File: src/common/lpsmi_params.svh
// Constants of the low-power state and management interrupt controller.
`ifndef LPSMI_PARAMS_SVH
`define LPSMI_PARAMS_SVH

// Clock enable patterns, ordered {core, bus, interrupt controller}.
`define LPSMI_CLKEN_ALL 3'h7
`define LPSMI_CLKEN_HALT 3'h3
`define LPSMI_CLKEN_OFF 3'h0

// Number of flip-flops in each pin synchroniser.
`define LPSMI_SYNC_STAGES 2

// Bus clocks allowed between reset seen and all bus outputs released.
`define LPSMI_BUS_RELEASE_CLKS 2

// Width of the synchronised pin group.
`define LPSMI_PIN_W 5

`endif

File: src/common/lpsmi_pkg.sv
// Types shared by the low-power state and management interrupt controller.
package lpsmi_pkg;

   // Clock power states seen from the core.
   typedef enum logic [2:0] {
      PWR_RUN,
      PWR_HALT,
      PWR_HALT_EXT,
      PWR_SLEEP,
      PWR_DEEP
   } lpsmi_pwr_t;

   // Management interrupt entry sequence.
   typedef enum logic [2:0] {
      SMI_IDLE,
      SMI_SAVE,
      SMI_ACK,
      SMI_FETCH,
      SMI_ACTIVE
   } lpsmi_smi_t;

   // Kind of acknowledge transaction placed on the processor bus.
   typedef enum logic {
      ACK_HALT_GRANT,
      ACK_MGMT_IRQ
   } lpsmi_ack_kind_t;

   typedef struct packed {
      logic valid;
      lpsmi_ack_kind_t kind;
   } lpsmi_ack_t;

   typedef struct packed {
      logic core;
      logic bus;
      logic icu;
   } lpsmi_clk_en_t;

   // Synchronised pin group, all active low except the clock loss flag.
   typedef struct packed {
      logic stop_n;
      logic sleep_n;
      logic deep_n;
      logic smi_n;
      logic bclk_gone;
   } lpsmi_pins_t;

endpackage

File: src/lpsmi_ctrl.sv
// Low-power clock state and management interrupt entry controller.
//
// Overview of operation
// - A stop request enters halt grant with an acknowledge and stops only the core clock.
// - In halt grant the block still acknowledges snoops and accepts interrupts.
// - Removing the stop-clock request restarts every clock and resumes execution.
// - The stop-clock pin is synchronised and never touches the bus clock domain.
// - A sleep request moves to sleep only from either halt-grant variant.
// - In sleep all internal clock enables are off, leaving only the PLL.
// - In sleep snoops and interrupts are ignored.
// - In sleep only reset, sleep request removal, a deep-sleep request and bus clock loss are acted on.
// - Sleep request removal returns to the halt-grant variant it came from, clocks restarted.
// - A deep-sleep request while in sleep moves to deep sleep.
// - A build option can disable the sleep state altogether.
// - The management interrupt pin is synchronised before use.
// - An accepted management interrupt saves state and enters protected handler mode.
// - After entering that mode an acknowledge goes out, then handler fetch starts.
// - A management interrupt present at reset release puts all outputs in high impedance.
// - Reset releases bus outputs within two clocks and invalidates caches without writeback.
`timescale 1ns/1ps
`include "lpsmi_params.svh"

module lpsmi_ctrl #(
   parameter bit SLEEP_EN = 1'b1
) (
   // Bus clock and system reset.
   input wire logic clk,
   input wire logic rstn,
   // Asynchronous request pins from chipset logic.
   input wire logic clock_stop_request_n,
   input wire logic sleep_request_n,
   input wire logic deep_sleep_request_n,
   input wire logic sys_mgmt_irq_n,
   input wire logic bus_clk_gone,
   // Bus-side requests on the bus clock.
   input wire logic snoop_req,
   input wire logic irq_req,
   input wire logic handler_exit,
   // Clock gating and bus acknowledge.
   output lpsmi_pkg::lpsmi_clk_en_t clk_en_q,
   output lpsmi_pkg::lpsmi_ack_t ack_q,
   output logic snoop_ack_q,
   output logic irq_accept_q,
   // Management interrupt entry.
   output logic state_save_q,
   output logic handler_mode_q,
   output logic fetch_start_q,
   // Reset effects and the power state.
   output logic bus_out_en_q,
   output logic outputs_hiz_q,
   output logic cache_inv_q,
   output lpsmi_pkg::lpsmi_pwr_t pwr_q
);

   lpsmi_pkg::lpsmi_pins_t pins;
   logic [`LPSMI_PIN_W-1:0] pins_raw;
   lpsmi_pkg::lpsmi_pwr_t pwr_d;
   lpsmi_pkg::lpsmi_smi_t smi_q;
   lpsmi_pkg::lpsmi_smi_t smi_d;
   logic halt_ext_q;
   logic smi_prev_q;
   logic smi_pend_q;
   logic rst_seen_q;
   logic smi_take;
   logic halt_entry;

   // True while the core can still see snoops and interrupts.
   function automatic logic awake(lpsmi_pkg::lpsmi_pwr_t s);
      awake = (s == lpsmi_pkg::PWR_RUN) || (s == lpsmi_pkg::PWR_HALT) ||
              (s == lpsmi_pkg::PWR_HALT_EXT);
   endfunction

   // Clock enable pattern for each power state.
   function automatic lpsmi_pkg::lpsmi_clk_en_t clk_pattern(lpsmi_pkg::lpsmi_pwr_t s);
      unique case (s)
         lpsmi_pkg::PWR_RUN: clk_pattern = `LPSMI_CLKEN_ALL;
         lpsmi_pkg::PWR_HALT, lpsmi_pkg::PWR_HALT_EXT: clk_pattern = `LPSMI_CLKEN_HALT;
         default: clk_pattern = `LPSMI_CLKEN_OFF;
      endcase
   endfunction

   // All asynchronous pins pass the same two-stage synchroniser.
   lpsmi_sync #(
      .W(`LPSMI_PIN_W)
   ) u_sync (
      .clk(clk),
      .async_in({clock_stop_request_n, sleep_request_n, deep_sleep_request_n,
                 sys_mgmt_irq_n, bus_clk_gone}),
      .sync_out(pins_raw)
   );
   assign pins = lpsmi_pkg::lpsmi_pins_t'(pins_raw);

   // Power state next value; the entry sequence must finish before halting.
   always_comb begin
      pwr_d = pwr_q;
      unique case (pwr_q)
         lpsmi_pkg::PWR_RUN: begin
            if (!pins.stop_n && (smi_q == lpsmi_pkg::SMI_IDLE ||
                smi_q == lpsmi_pkg::SMI_ACTIVE)) begin
               // A halt taken inside a running handler is the extended variant.
               pwr_d = (smi_q == lpsmi_pkg::SMI_ACTIVE) ? lpsmi_pkg::PWR_HALT_EXT :
                       lpsmi_pkg::PWR_HALT;
            end
         end
         lpsmi_pkg::PWR_HALT, lpsmi_pkg::PWR_HALT_EXT: begin
            if (SLEEP_EN && !pins.sleep_n) begin
               pwr_d = lpsmi_pkg::PWR_SLEEP;
            end else if (pins.stop_n) begin
               pwr_d = lpsmi_pkg::PWR_RUN;
            end
         end
         lpsmi_pkg::PWR_SLEEP: begin
            if (!pins.deep_n || pins.bclk_gone) begin
               pwr_d = lpsmi_pkg::PWR_DEEP;
            end else if (pins.sleep_n) begin
               pwr_d = halt_ext_q ? lpsmi_pkg::PWR_HALT_EXT : lpsmi_pkg::PWR_HALT;
            end
         end
         lpsmi_pkg::PWR_DEEP: begin
            if (pins.deep_n && !pins.bclk_gone) begin
               pwr_d = lpsmi_pkg::PWR_SLEEP;
            end
         end
         default: pwr_d = lpsmi_pkg::PWR_RUN;
      endcase
   end

   // Power state and its clock enables, updated together so they never disagree.
   always_ff @(posedge clk) begin
      if (!rstn) begin
         pwr_q <= lpsmi_pkg::PWR_RUN;
         clk_en_q <= `LPSMI_CLKEN_ALL;
      end else begin
         pwr_q <= pwr_d;
         clk_en_q <= clk_pattern(pwr_d);
      end
   end

   // The halt variant entered is remembered, so the sleep exit can return to
   // the variant it left rather than guess from the handler state later.
   assign halt_entry = (pwr_q == lpsmi_pkg::PWR_RUN) && (pwr_d != lpsmi_pkg::PWR_RUN);
   always_ff @(posedge clk) begin
      if (!rstn) begin
         halt_ext_q <= 1'b0;
      end else if (halt_entry) begin
         halt_ext_q <= (pwr_d == lpsmi_pkg::PWR_HALT_EXT);
      end
   end

   // Acknowledge transactions: one cycle each, halt grant on entry.
   always_ff @(posedge clk) begin
      if (!rstn) begin
         ack_q <= '0;
      end else if (halt_entry) begin
         ack_q <= '{valid: 1'b1, kind: lpsmi_pkg::ACK_HALT_GRANT};
      end else if (smi_d == lpsmi_pkg::SMI_ACK) begin
         ack_q <= '{valid: 1'b1, kind: lpsmi_pkg::ACK_MGMT_IRQ};
      end else begin
         ack_q <= '0;
      end
   end

   // Snoops and interrupts are served while awake and dropped in sleep.
   always_ff @(posedge clk) begin
      if (!rstn) begin
         snoop_ack_q <= 1'b0;
         irq_accept_q <= 1'b0;
      end else begin
         snoop_ack_q <= snoop_req && awake(pwr_q);
         irq_accept_q <= irq_req && awake(pwr_q);
      end
   end

   // A falling edge of the synchronised pin makes the interrupt pending.
   // A new edge in the cycle it is taken wins, so none is lost.
   assign smi_take = smi_pend_q && smi_q == lpsmi_pkg::SMI_IDLE &&
                     pwr_q == lpsmi_pkg::PWR_RUN && pins.stop_n;
   always_ff @(posedge clk) begin
      if (!rstn) begin
         smi_prev_q <= 1'b1;
         smi_pend_q <= 1'b0;
      end else begin
         smi_prev_q <= pins.smi_n;
         if (smi_prev_q && !pins.smi_n) begin
            smi_pend_q <= 1'b1;
         end else if (smi_take) begin
            smi_pend_q <= 1'b0;
         end
      end
   end

   // Entry sequence: save, acknowledge, fetch, then run the handler.
   always_comb begin
      smi_d = smi_q;
      unique case (smi_q)
         lpsmi_pkg::SMI_IDLE: if (smi_take) smi_d = lpsmi_pkg::SMI_SAVE;
         lpsmi_pkg::SMI_SAVE: smi_d = lpsmi_pkg::SMI_ACK;
         lpsmi_pkg::SMI_ACK: smi_d = lpsmi_pkg::SMI_FETCH;
         lpsmi_pkg::SMI_FETCH: smi_d = lpsmi_pkg::SMI_ACTIVE;
         lpsmi_pkg::SMI_ACTIVE: begin
            if (handler_exit && pwr_q == lpsmi_pkg::PWR_RUN) begin
               smi_d = lpsmi_pkg::SMI_IDLE;
            end
         end
         default: smi_d = lpsmi_pkg::SMI_IDLE;
      endcase
   end

   // Entry sequence state and its strobes.
   always_ff @(posedge clk) begin
      if (!rstn) begin
         smi_q <= lpsmi_pkg::SMI_IDLE;
         state_save_q <= 1'b0;
         handler_mode_q <= 1'b0;
         fetch_start_q <= 1'b0;
      end else begin
         smi_q <= smi_d;
         state_save_q <= (smi_d == lpsmi_pkg::SMI_SAVE);
         handler_mode_q <= (smi_d != lpsmi_pkg::SMI_IDLE);
         fetch_start_q <= (smi_d == lpsmi_pkg::SMI_FETCH);
      end
   end

   // Reset: bus outputs drop at the first edge, well inside the release
   // limit, and caches are invalidated without writeback.
   always_ff @(posedge clk) begin
      if (!rstn) begin
         rst_seen_q <= 1'b0;
         bus_out_en_q <= 1'b0;
         outputs_hiz_q <= 1'b0;
         cache_inv_q <= 1'b1;
      end else begin
         rst_seen_q <= 1'b1;
         cache_inv_q <= 1'b0;
         if (!rst_seen_q) begin
            outputs_hiz_q <= !pins.smi_n;
            bus_out_en_q <= pins.smi_n;
         end
      end
   end

   // Helper count of cycles since reset was first seen.
   logic [1:0] rst_cnt_q;
   always_ff @(posedge clk) begin
      if (rstn) begin
         rst_cnt_q <= 2'h0;
      end else if (rst_cnt_q != 2'h3) begin
         rst_cnt_q <= rst_cnt_q + 2'h1;
      end
   end

   // Halt grant keeps only bus and interrupt controller clocks.
   a_halt_clk_gating: assert property (@(posedge clk) disable iff (!rstn)
      (pwr_q == lpsmi_pkg::PWR_HALT || pwr_q == lpsmi_pkg::PWR_HALT_EXT) |->
      clk_en_q == `LPSMI_CLKEN_HALT)
      else $error("halt grant clock enables wrong");

   a_halt_ack_sent: assert property (@(posedge clk) disable iff (!rstn)
      ($past(pwr_q) == lpsmi_pkg::PWR_RUN && pwr_q != lpsmi_pkg::PWR_RUN) |->
      ack_q.valid && ack_q.kind == lpsmi_pkg::ACK_HALT_GRANT)
      else $error("no halt grant acknowledge on entry");

   a_halt_serves_irq: assert property (@(posedge clk) disable iff (!rstn)
      (pwr_q inside {lpsmi_pkg::PWR_HALT, lpsmi_pkg::PWR_HALT_EXT} && irq_req) |=>
      irq_accept_q)
      else $error("interrupt not served in halt grant");

   a_halt_exit_run: assert property (@(posedge clk) disable iff (!rstn)
      (pwr_q inside {lpsmi_pkg::PWR_HALT, lpsmi_pkg::PWR_HALT_EXT} &&
      pins.stop_n && pins.sleep_n) |=>
      pwr_q == lpsmi_pkg::PWR_RUN && clk_en_q == `LPSMI_CLKEN_ALL)
      else $error("halt exit did not restart clocks");

   a_stop_sync_delay: assert property (@(posedge clk) disable iff (!rstn)
      (pwr_q == lpsmi_pkg::PWR_RUN && $fell(clock_stop_request_n) && pins.stop_n) |=>
      pwr_q == lpsmi_pkg::PWR_RUN && clk_en_q.bus)
      else $error("stop request acted on before synchronisation");

   a_sleep_from_halt: assert property (@(posedge clk) disable iff (!rstn)
      (pwr_q == lpsmi_pkg::PWR_RUN) |=> pwr_q != lpsmi_pkg::PWR_SLEEP)
      else $error("sleep entered from run");

   a_sleep_clk_off: assert property (@(posedge clk) disable iff (!rstn)
      (pwr_q == lpsmi_pkg::PWR_SLEEP || pwr_q == lpsmi_pkg::PWR_DEEP) |->
      clk_en_q == `LPSMI_CLKEN_OFF)
      else $error("clock enabled in sleep");

   a_sleep_deaf: assert property (@(posedge clk) disable iff (!rstn)
      (pwr_q == lpsmi_pkg::PWR_SLEEP) |=> !snoop_ack_q && !irq_accept_q)
      else $error("snoop or interrupt served in sleep");

   a_sleep_hold: assert property (@(posedge clk) disable iff (!rstn)
      (pwr_q == lpsmi_pkg::PWR_SLEEP && !pins.sleep_n && pins.deep_n && !pins.bclk_gone)
      |=> pwr_q == lpsmi_pkg::PWR_SLEEP)
      else $error("sleep left without a wake event");

   a_sleep_return: assert property (@(posedge clk) disable iff (!rstn)
      (pwr_q == lpsmi_pkg::PWR_SLEEP && pins.sleep_n && pins.deep_n && !pins.bclk_gone)
      |=> (pwr_q == (halt_ext_q ? lpsmi_pkg::PWR_HALT_EXT : lpsmi_pkg::PWR_HALT)))
      else $error("sleep exit to wrong halt variant");

   a_deep_entry: assert property (@(posedge clk) disable iff (!rstn)
      (pwr_q == lpsmi_pkg::PWR_SLEEP && !pins.deep_n) |=> pwr_q == lpsmi_pkg::PWR_DEEP)
      else $error("deep sleep not entered");

   a_sleep_disabled: assert property (@(posedge clk) disable iff (!rstn)
      !SLEEP_EN |-> pwr_q != lpsmi_pkg::PWR_SLEEP)
      else $error("sleep entered while disabled");

   a_smi_entry_seq: assert property (@(posedge clk) disable iff (!rstn)
      (smi_q == lpsmi_pkg::SMI_SAVE) |-> state_save_q && handler_mode_q ##1
      ack_q.valid && ack_q.kind == lpsmi_pkg::ACK_MGMT_IRQ ##1 fetch_start_q)
      else $error("management interrupt entry out of order");

   a_smi_accept_time: assert property (@(posedge clk) disable iff (!rstn)
      smi_take |=> smi_q == lpsmi_pkg::SMI_SAVE ##3 smi_q == lpsmi_pkg::SMI_ACTIVE)
      else $error("handler fetch not reached in three cycles");

   a_hiz_capture: assert property (@(posedge clk) disable iff (!rstn)
      (!rst_seen_q && !pins.smi_n) |=> outputs_hiz_q && !bus_out_en_q)
      else $error("outputs not high impedance after reset strap");

   a_reset_release: assert property (@(posedge clk)
      (rst_cnt_q >= 2'(`LPSMI_BUS_RELEASE_CLKS) && !rstn) |-> !bus_out_en_q && cache_inv_q)
      else $error("bus outputs not released in reset");

   a_deep_to_sleep: assert property (@(posedge clk) disable iff (!rstn)
      (pwr_q == lpsmi_pkg::PWR_DEEP) |=> pwr_q inside {lpsmi_pkg::PWR_DEEP,
      lpsmi_pkg::PWR_SLEEP})
      else $error("deep sleep exit skipped sleep");

endmodule

File: src/lpsmi_sync.sv
// Two-stage synchroniser for a group of asynchronous pins.
`timescale 1ns/1ps
`include "lpsmi_params.svh"

module lpsmi_sync #(
   parameter int W = `LPSMI_PIN_W
) (
   // Clock.
   input wire logic clk,
   // Asynchronous pins and their synchronised copy.
   input wire logic [W-1:0] async_in,
   output logic [W-1:0] sync_out
);

   logic [W-1:0] meta_q;

   // No reset on purpose: the pins must be tracked during reset so a strap
   // level is valid at the edge where reset is released.
   always_ff @(posedge clk) begin
      meta_q <= async_in;
      sync_out <= meta_q;
   end

endmodule

File: config.mk
export PLATFORM = sky130hd
export DESIGN_NAME = lpsmi_ctrl
export DESIGN_NICKNAME = d
export VERILOG_FILES = /design/src/common/lpsmi_pkg.sv /design/src/lpsmi_ctrl.sv /design/src/lpsmi_sync.sv
export VERILOG_INCLUDE_DIRS = /design/src /design/src/common
export SDC_FILE = /design/constraint.sdc
export NUM_CORES = 1
export LEC_CHECK = 0
export ABC_AREA = 0
export BUFFER_PORTS_ARGS = -buffer_cell sky130_fd_sc_hd__buf_2
export CORE_MARGIN = 8
export CORE_UTILIZATION = 25
export DETAILED_ROUTE_END_ITERATION = 8
export PLACE_DENSITY_LB_ADDON = 0.08
export SLEW_MARGIN = 20
export SYNTH_ARGS = -nofsm -noshare
export SYNTH_HDL_FRONTEND = slang
export SYNTH_SLANG_ARGS = --single-unit
File: constraint.sdc
create_clock -name clk -period 2.03 [get_ports clk]
set_input_delay 0.1015 -clock clk [delete_from_list [all_inputs] [get_ports clk]]
set_output_delay 0.1015 -clock clk [all_outputs]
set_load 0.005 [all_outputs]
# Yosys cells after proc, flatten, opt, wreduce, memory -nomap -nowiden
# Cells that the tools add are included.
[totals]
ff_bits = 33
in_bits = 10
out_inout_bits = 16
[op_classes]
n_eq_ne = 13
n_mux = 19
bitwise = 1
reduce_logical = 27
[ops]
columns = ["op", "n"]
rows = [
  ["two-way mux 3 bit", 8],
  ["equality test 3 x 2 -> 1 bit (second input constant)", 7],
  ["case mux 3 bit (5 select lines)", 1],
  ["equality test 3 x 1 -> 1 bit (second input constant)", 4],
  ["case mux 3 bit (4 select lines)", 1],
  ["logical AND 1 bit", 10],
  ["logical NOT 3 bit", 3],
  ["two-way mux 2 bit", 4],
  ["equality test 3 bit (second input constant)", 2],
  ["case mux 3 bit (2 select lines)", 1],
  ["nonzero test 3 bit", 2],
  ["OR reduction 2 bit", 3],
  ["logical NOT 1 bit", 4],
  ["logical OR 1 bit", 4],
  ["two-way mux 1 bit", 4],
  ["nonzero test 2 bit", 1],
  ["inverter 1 bit", 1],
]

# Depth between registers and ports, before layout
[logic_depth]
ltp_word = 9
mapped_depth = 5

# By module
# A second synthesis with hierarchy kept.
[unflattened]
cells_unflattened = 98
hier_area_um2 = 1061.0
[by_module_without_submodules]
columns = ["mod", "instances", "cells_each", "area_each_um2"]
rows = [
  ["lpsmi_ctrl", 1, 88, 860.8],
  ["lpsmi_sync", 1, 10, 200.2],
]

# Worst setup path after synthesis
# Ideal clock, no wire load.
[synth_timing]
path_kind = "reg2reg"
start = "reg pwr_q[1]"
end = "reg clk_en_q[1] (netlist bit)"
setup_ns = 0.124
t_arrival_ns = 1.176
required_time_ns = 1.906
setup_slack_ns = 0.730
path_stages_with_launch = 6
n_path_buf = 1
cell_sequence = "dfxtp_1 -> buf_4 -> xnor2_1 -> or4_4 -> nand4_2 -> a31oi_1"
[synth_via]
elab_chain_len = 6
word_cells_on_any_way = 18
cone_classes = "eq/ne: 6; mux: 8; reduce/logical: 4"
[synth_rtl]
columns = ["element", "line_no", "rtl"]
rows = [
  ["start, declared", "lpsmi_ctrl.sv:52", "output lpsmi_pkg::lpsmi_pwr_t pwr_q"],
  ["start signal, assigned", "lpsmi_ctrl.sv:131", "pwr_q <= lpsmi_pkg::PWR_RUN;"],
  ["start signal, assigned", "lpsmi_ctrl.sv:134", "pwr_q <= pwr_d;"],
  ["equality test 3 x 1 -> 1 bit (tied with other cells)", "lpsmi_ctrl.sv:96", "unique case (pwr_q)"],
  ["OR reduction 2 bit (tied with other cells)", "lpsmi_ctrl.sv:96", ""],
  ["case mux 3 bit (4 select lines) *", "lpsmi_ctrl.sv:96", ""],
  ["equality test 3 x 2 -> 1 bit or equality test 3 x 1 -> 1 bit (tied branches)", "lpsmi_ctrl.sv:75", "unique case (s)"],
  ["OR reduction 2 bit", "lpsmi_ctrl.sv:75", ""],
  ["case mux 3 bit (2 select lines) *", "lpsmi_ctrl.sv:75", ""],
  ["end signal, assigned", "lpsmi_ctrl.sv:132", "clk_en_q <= `LPSMI_CLKEN_ALL;"],
  ["end signal, assigned", "lpsmi_ctrl.sv:135", "clk_en_q <= clk_pattern(pwr_d);"],
  ["end, declared", "lpsmi_ctrl.sv:40", "output lpsmi_pkg::lpsmi_clk_en_t clk_en_q,"],
]
# Mark *: on every way between the ends. The rest lies on a longest branch, timed or not.
# A chain may end at the register's enable or synchronous reset.

# Final worst setup path
# Same ends and word-level chain as after synthesis.

==> flow_summary.json <==
{
  "area_growth_pct": 28.7,
  "power.leakage_nw": 0.592,
  "drv_slew": 0,
  "clkSinkCount": 32,
  "portBuffers": 25,
  "fin_tns_setup_ns": 0,
  "max_freq_mhz": 685,
  "synth-edff-count": 0,
  "first_global_vias": 856,
  "cp_max_fo": 11,
  "synth_top_area_share_pct": 58.8,
  "p_switching_w": 0.000326,
  "worst_clock_skew_ns": 0.00466,
  "p_int_w": 0.00110,
  "fillCellCount": 458,
  "avgRoutedWirePerCell_um": 11.6,
  "drive_gt1_share_pct": 25.5,
  "viasPerCell": 4.53,
  "detail-route-antenna-nets": 0,
  "io_pins": 26,
  "synth_area_um2": 1090,
  "slowest_stage": "dfxtp_1",
  "rsz0062_at_grt": "false",
  "cts_buffers": 5,
  "start_kind": "register",
  "die_y_um": 82.0,
  "status": "finished clean",
  "cts.path.max_buffers": 2,
  "grt_pass1_wl_mm": 3.71,
  "critical_path.max_stage_delay_ns": 0.58,
  "ys_seq_area_share_pct": 58.8,
  "vias": 874,
  "synth_common_cells": "32 x dfxtp_1, 11 x nand2_1, 8 x nor2_1",
  "path_delay_family": "flip-flops",
  "ys.flop_type": "dfxtp_1",
  "peakVddDrop_uv": 355,
  "setup_violations": 0,
  "crit_required_ns": 2.19,
  "period_share_pct": 72.0,
  "yosys_warnings": 0,
  "die-area_um2": 6730,
  "synth_nets": 119,
  "synth_seq_cells": 32,
  "pwr-share-seq_pct": 49.3,
  "min-delay-path-class": "primary input to register",
  "crit_arrival_ns": 1.62,
  "drv_cap": 0,
  "yosys-top-cells-area": "dfxtp_1 59%, nand2_1 3.8%, a21oi_1 2.8%",
  "p_comb_share_pct": 9.7,
  "grt_overflow": 0,
  "grt_usage_pct": 7.59,
  "clkSlewWorstSetupHoldPaths_ns": 0.06,
  "synth.most_common_cell": "dfxtp_1",
  "fp.dieW_um": 82.0,
  "power_density_nw_per_um2": 1020,
  "crit_chain": "xnor2_1 -> or4_4 -> nand4_2 -> a31oi_1",
  "pwr-share-clk_pct": 41.1,
  "firstDrtPassIters": 4,
  "drcViolationCount": 0,
  "clockRootBuffer": "clkbuf_8",
  "tightest_slew_ns": 0.419,
  "dp_hpwl_mm": 1.66,
  "drt-total-wl_mm": 2.25,
  "finalCriticalPeriod_ns": 1.46,
  "critPathKind": "register to register",
  "row_count": 24,
  "yosysTopAreaCell": "dfxtp_1",
  "clk_latency_ns": 0.28,
  "antenna_found_initial": 0,
  "hold_viol": 0,
  "tritoncts": "done",
  "drt_iter0_markers": 93,
  "async_reset_ff_share_pct": 0,
  "post_synth.cell_area_avg_um2": 10.0,
  "fin_nets": 150,
  "worst-path-buf-inv": 0,
  "post-route-util_pct": 32.9,
  "end_kind": "register",
  "ys_types": 35,
  "relSlewSlack_pct": 72.0,
  "syn-instance-count": 109,
  "initial_core_util_pct": 25.6,
  "core_um2": 4260,
  "gp_congestion": 0.784,
  "switching_share_pct": 22.8,
  "cts-htree-levels": 2,
  "diodes": 0,
  "grt_max_degree": 12
}
[timing repair]
action / CTS / global route
endpoints found under the hold margin: 5 / 0
setup buffers: 0 / 0
hold buffers: 5 / 0
gates resized for setup: 0 / 0
endpoints found under the setup margin: 0 / 0
[final cells by class]
class | instances | area [um^2] | area share, %
Inverter | 5 | 18.8 | 1.34
Tap cell | 52 | 65.1 | 4.64
Timing Repair Buffer | 30 | 175 | 12.5
Sequential cell | 32 | 641 | 45.7
Multi-Input combinational cell | 66 | 395 | 28.2
Clock buffer | 6 | 72.6 | 5.17
Clock inverter | 2 | 35.0 | 2.50
[layer usage]
layer / wire [um] / up-vias / track usage [%]
li1: - / 441 / -
met1: 920 / 399 / 7.70
met2: 1030 / 28 / 11.8
met3: 235 / 6 / 3.83
met4: 62 / 0 / 5.79
met5: 0 / - / 0
[worst register-to-register path, cell delays in order (launching register included)]
cell     delay, ns
dfxtp_1       0.58
xnor2_1       0.15
or4_4         0.43
nand4_2       0.12
a31oi_1       0.08
[worst paths after layout]
path	startpoint	endpoint	slack [ns]	depth (start not counted)
min reg2reg	u_sync.meta_q[1]	u_sync.sync_out[1]	0.33	0
min	snoop_req	snoop_ack_q	0.05	2
max reg2reg	pwr_q[1]	clk_en_q[1]	0.57	4
max	pwr_q[1]	clk_en_q[1]	0.57	4
[flip-flops by register name, indices dropped and copies added, names as in the netlist, 2 cells and up]
register / count
smi_q: 3
u_sync.meta_q: 5
clk_en_q: 2
ack_q: 2
pwr_q: 3
u_sync.sync_out: 5
[cell usage in the layout (no fill, tap or decap), types with 4 or more instances in the layout]
master | Yosys | routed
inv_1 | 4 | 4
dfxtp_1 | 32 | 32
a21oi_1 | 6 | 6
buf_2 | 0 | 25
clkbuf_8 | 0 | 5
nor2_1 | 8 | 8
nor3_1 | 4 | 4
dlygate4sd3_1 | 0 | 5
nand3_1 | 4 | 4
nand2_1 | 11 | 11
[metrics by stage]
stage | hold WS, ns | power (W) | std cells | worst slack [ns] | area (um^2)
after floorplan | 0.129 | 0.000804 | 109 | 0.730 | 1090
after global placement | 0.204 | 0.000852 | 180 | 0.629 | 1240
after detailed placement | 0.206 | 0.000853 | 180 | 0.584 | 1240
after CTS | 0.0427 | 0.00146 | 193 | 0.575 | 1400
after global routing | 0.0459 | 0.00151 | 193 | 0.478 | 1400
final | 0.0509 | 0.00143 | 193 | 0.569 | 1400
[cells by family after synthesis]
group | Yosys count | share of synthesized area [%]
and+or+nand+nor | 45 | 23.7
muxes | 1 | 0.919
DFF | 32 | 58.8
AOI/OAI and AO/OA | 19 | 10.9
buffers and inverters | 11 | 4.94
xor gates and xnor gates | 1 | 0.804
[power by group through the flow]
| stage | Combinational [W] | Clock [W] | Sequential [W] |
|---|---|---|---|
| floorplan | 0.000104 | 0 | 0.000700 |
| global placement | 0.000136 | 0 | 0.000717 |
| detailed placement | 0.000134 | 0 | 0.000719 |
| CTS | 0.000141 | 0.000613 | 0.000705 |
| global route | 0.000156 | 0.000642 | 0.000711 |
| finish | 0.000138 | 0.000587 | 0.000704 |
Power figures use the tool's default switching activity.
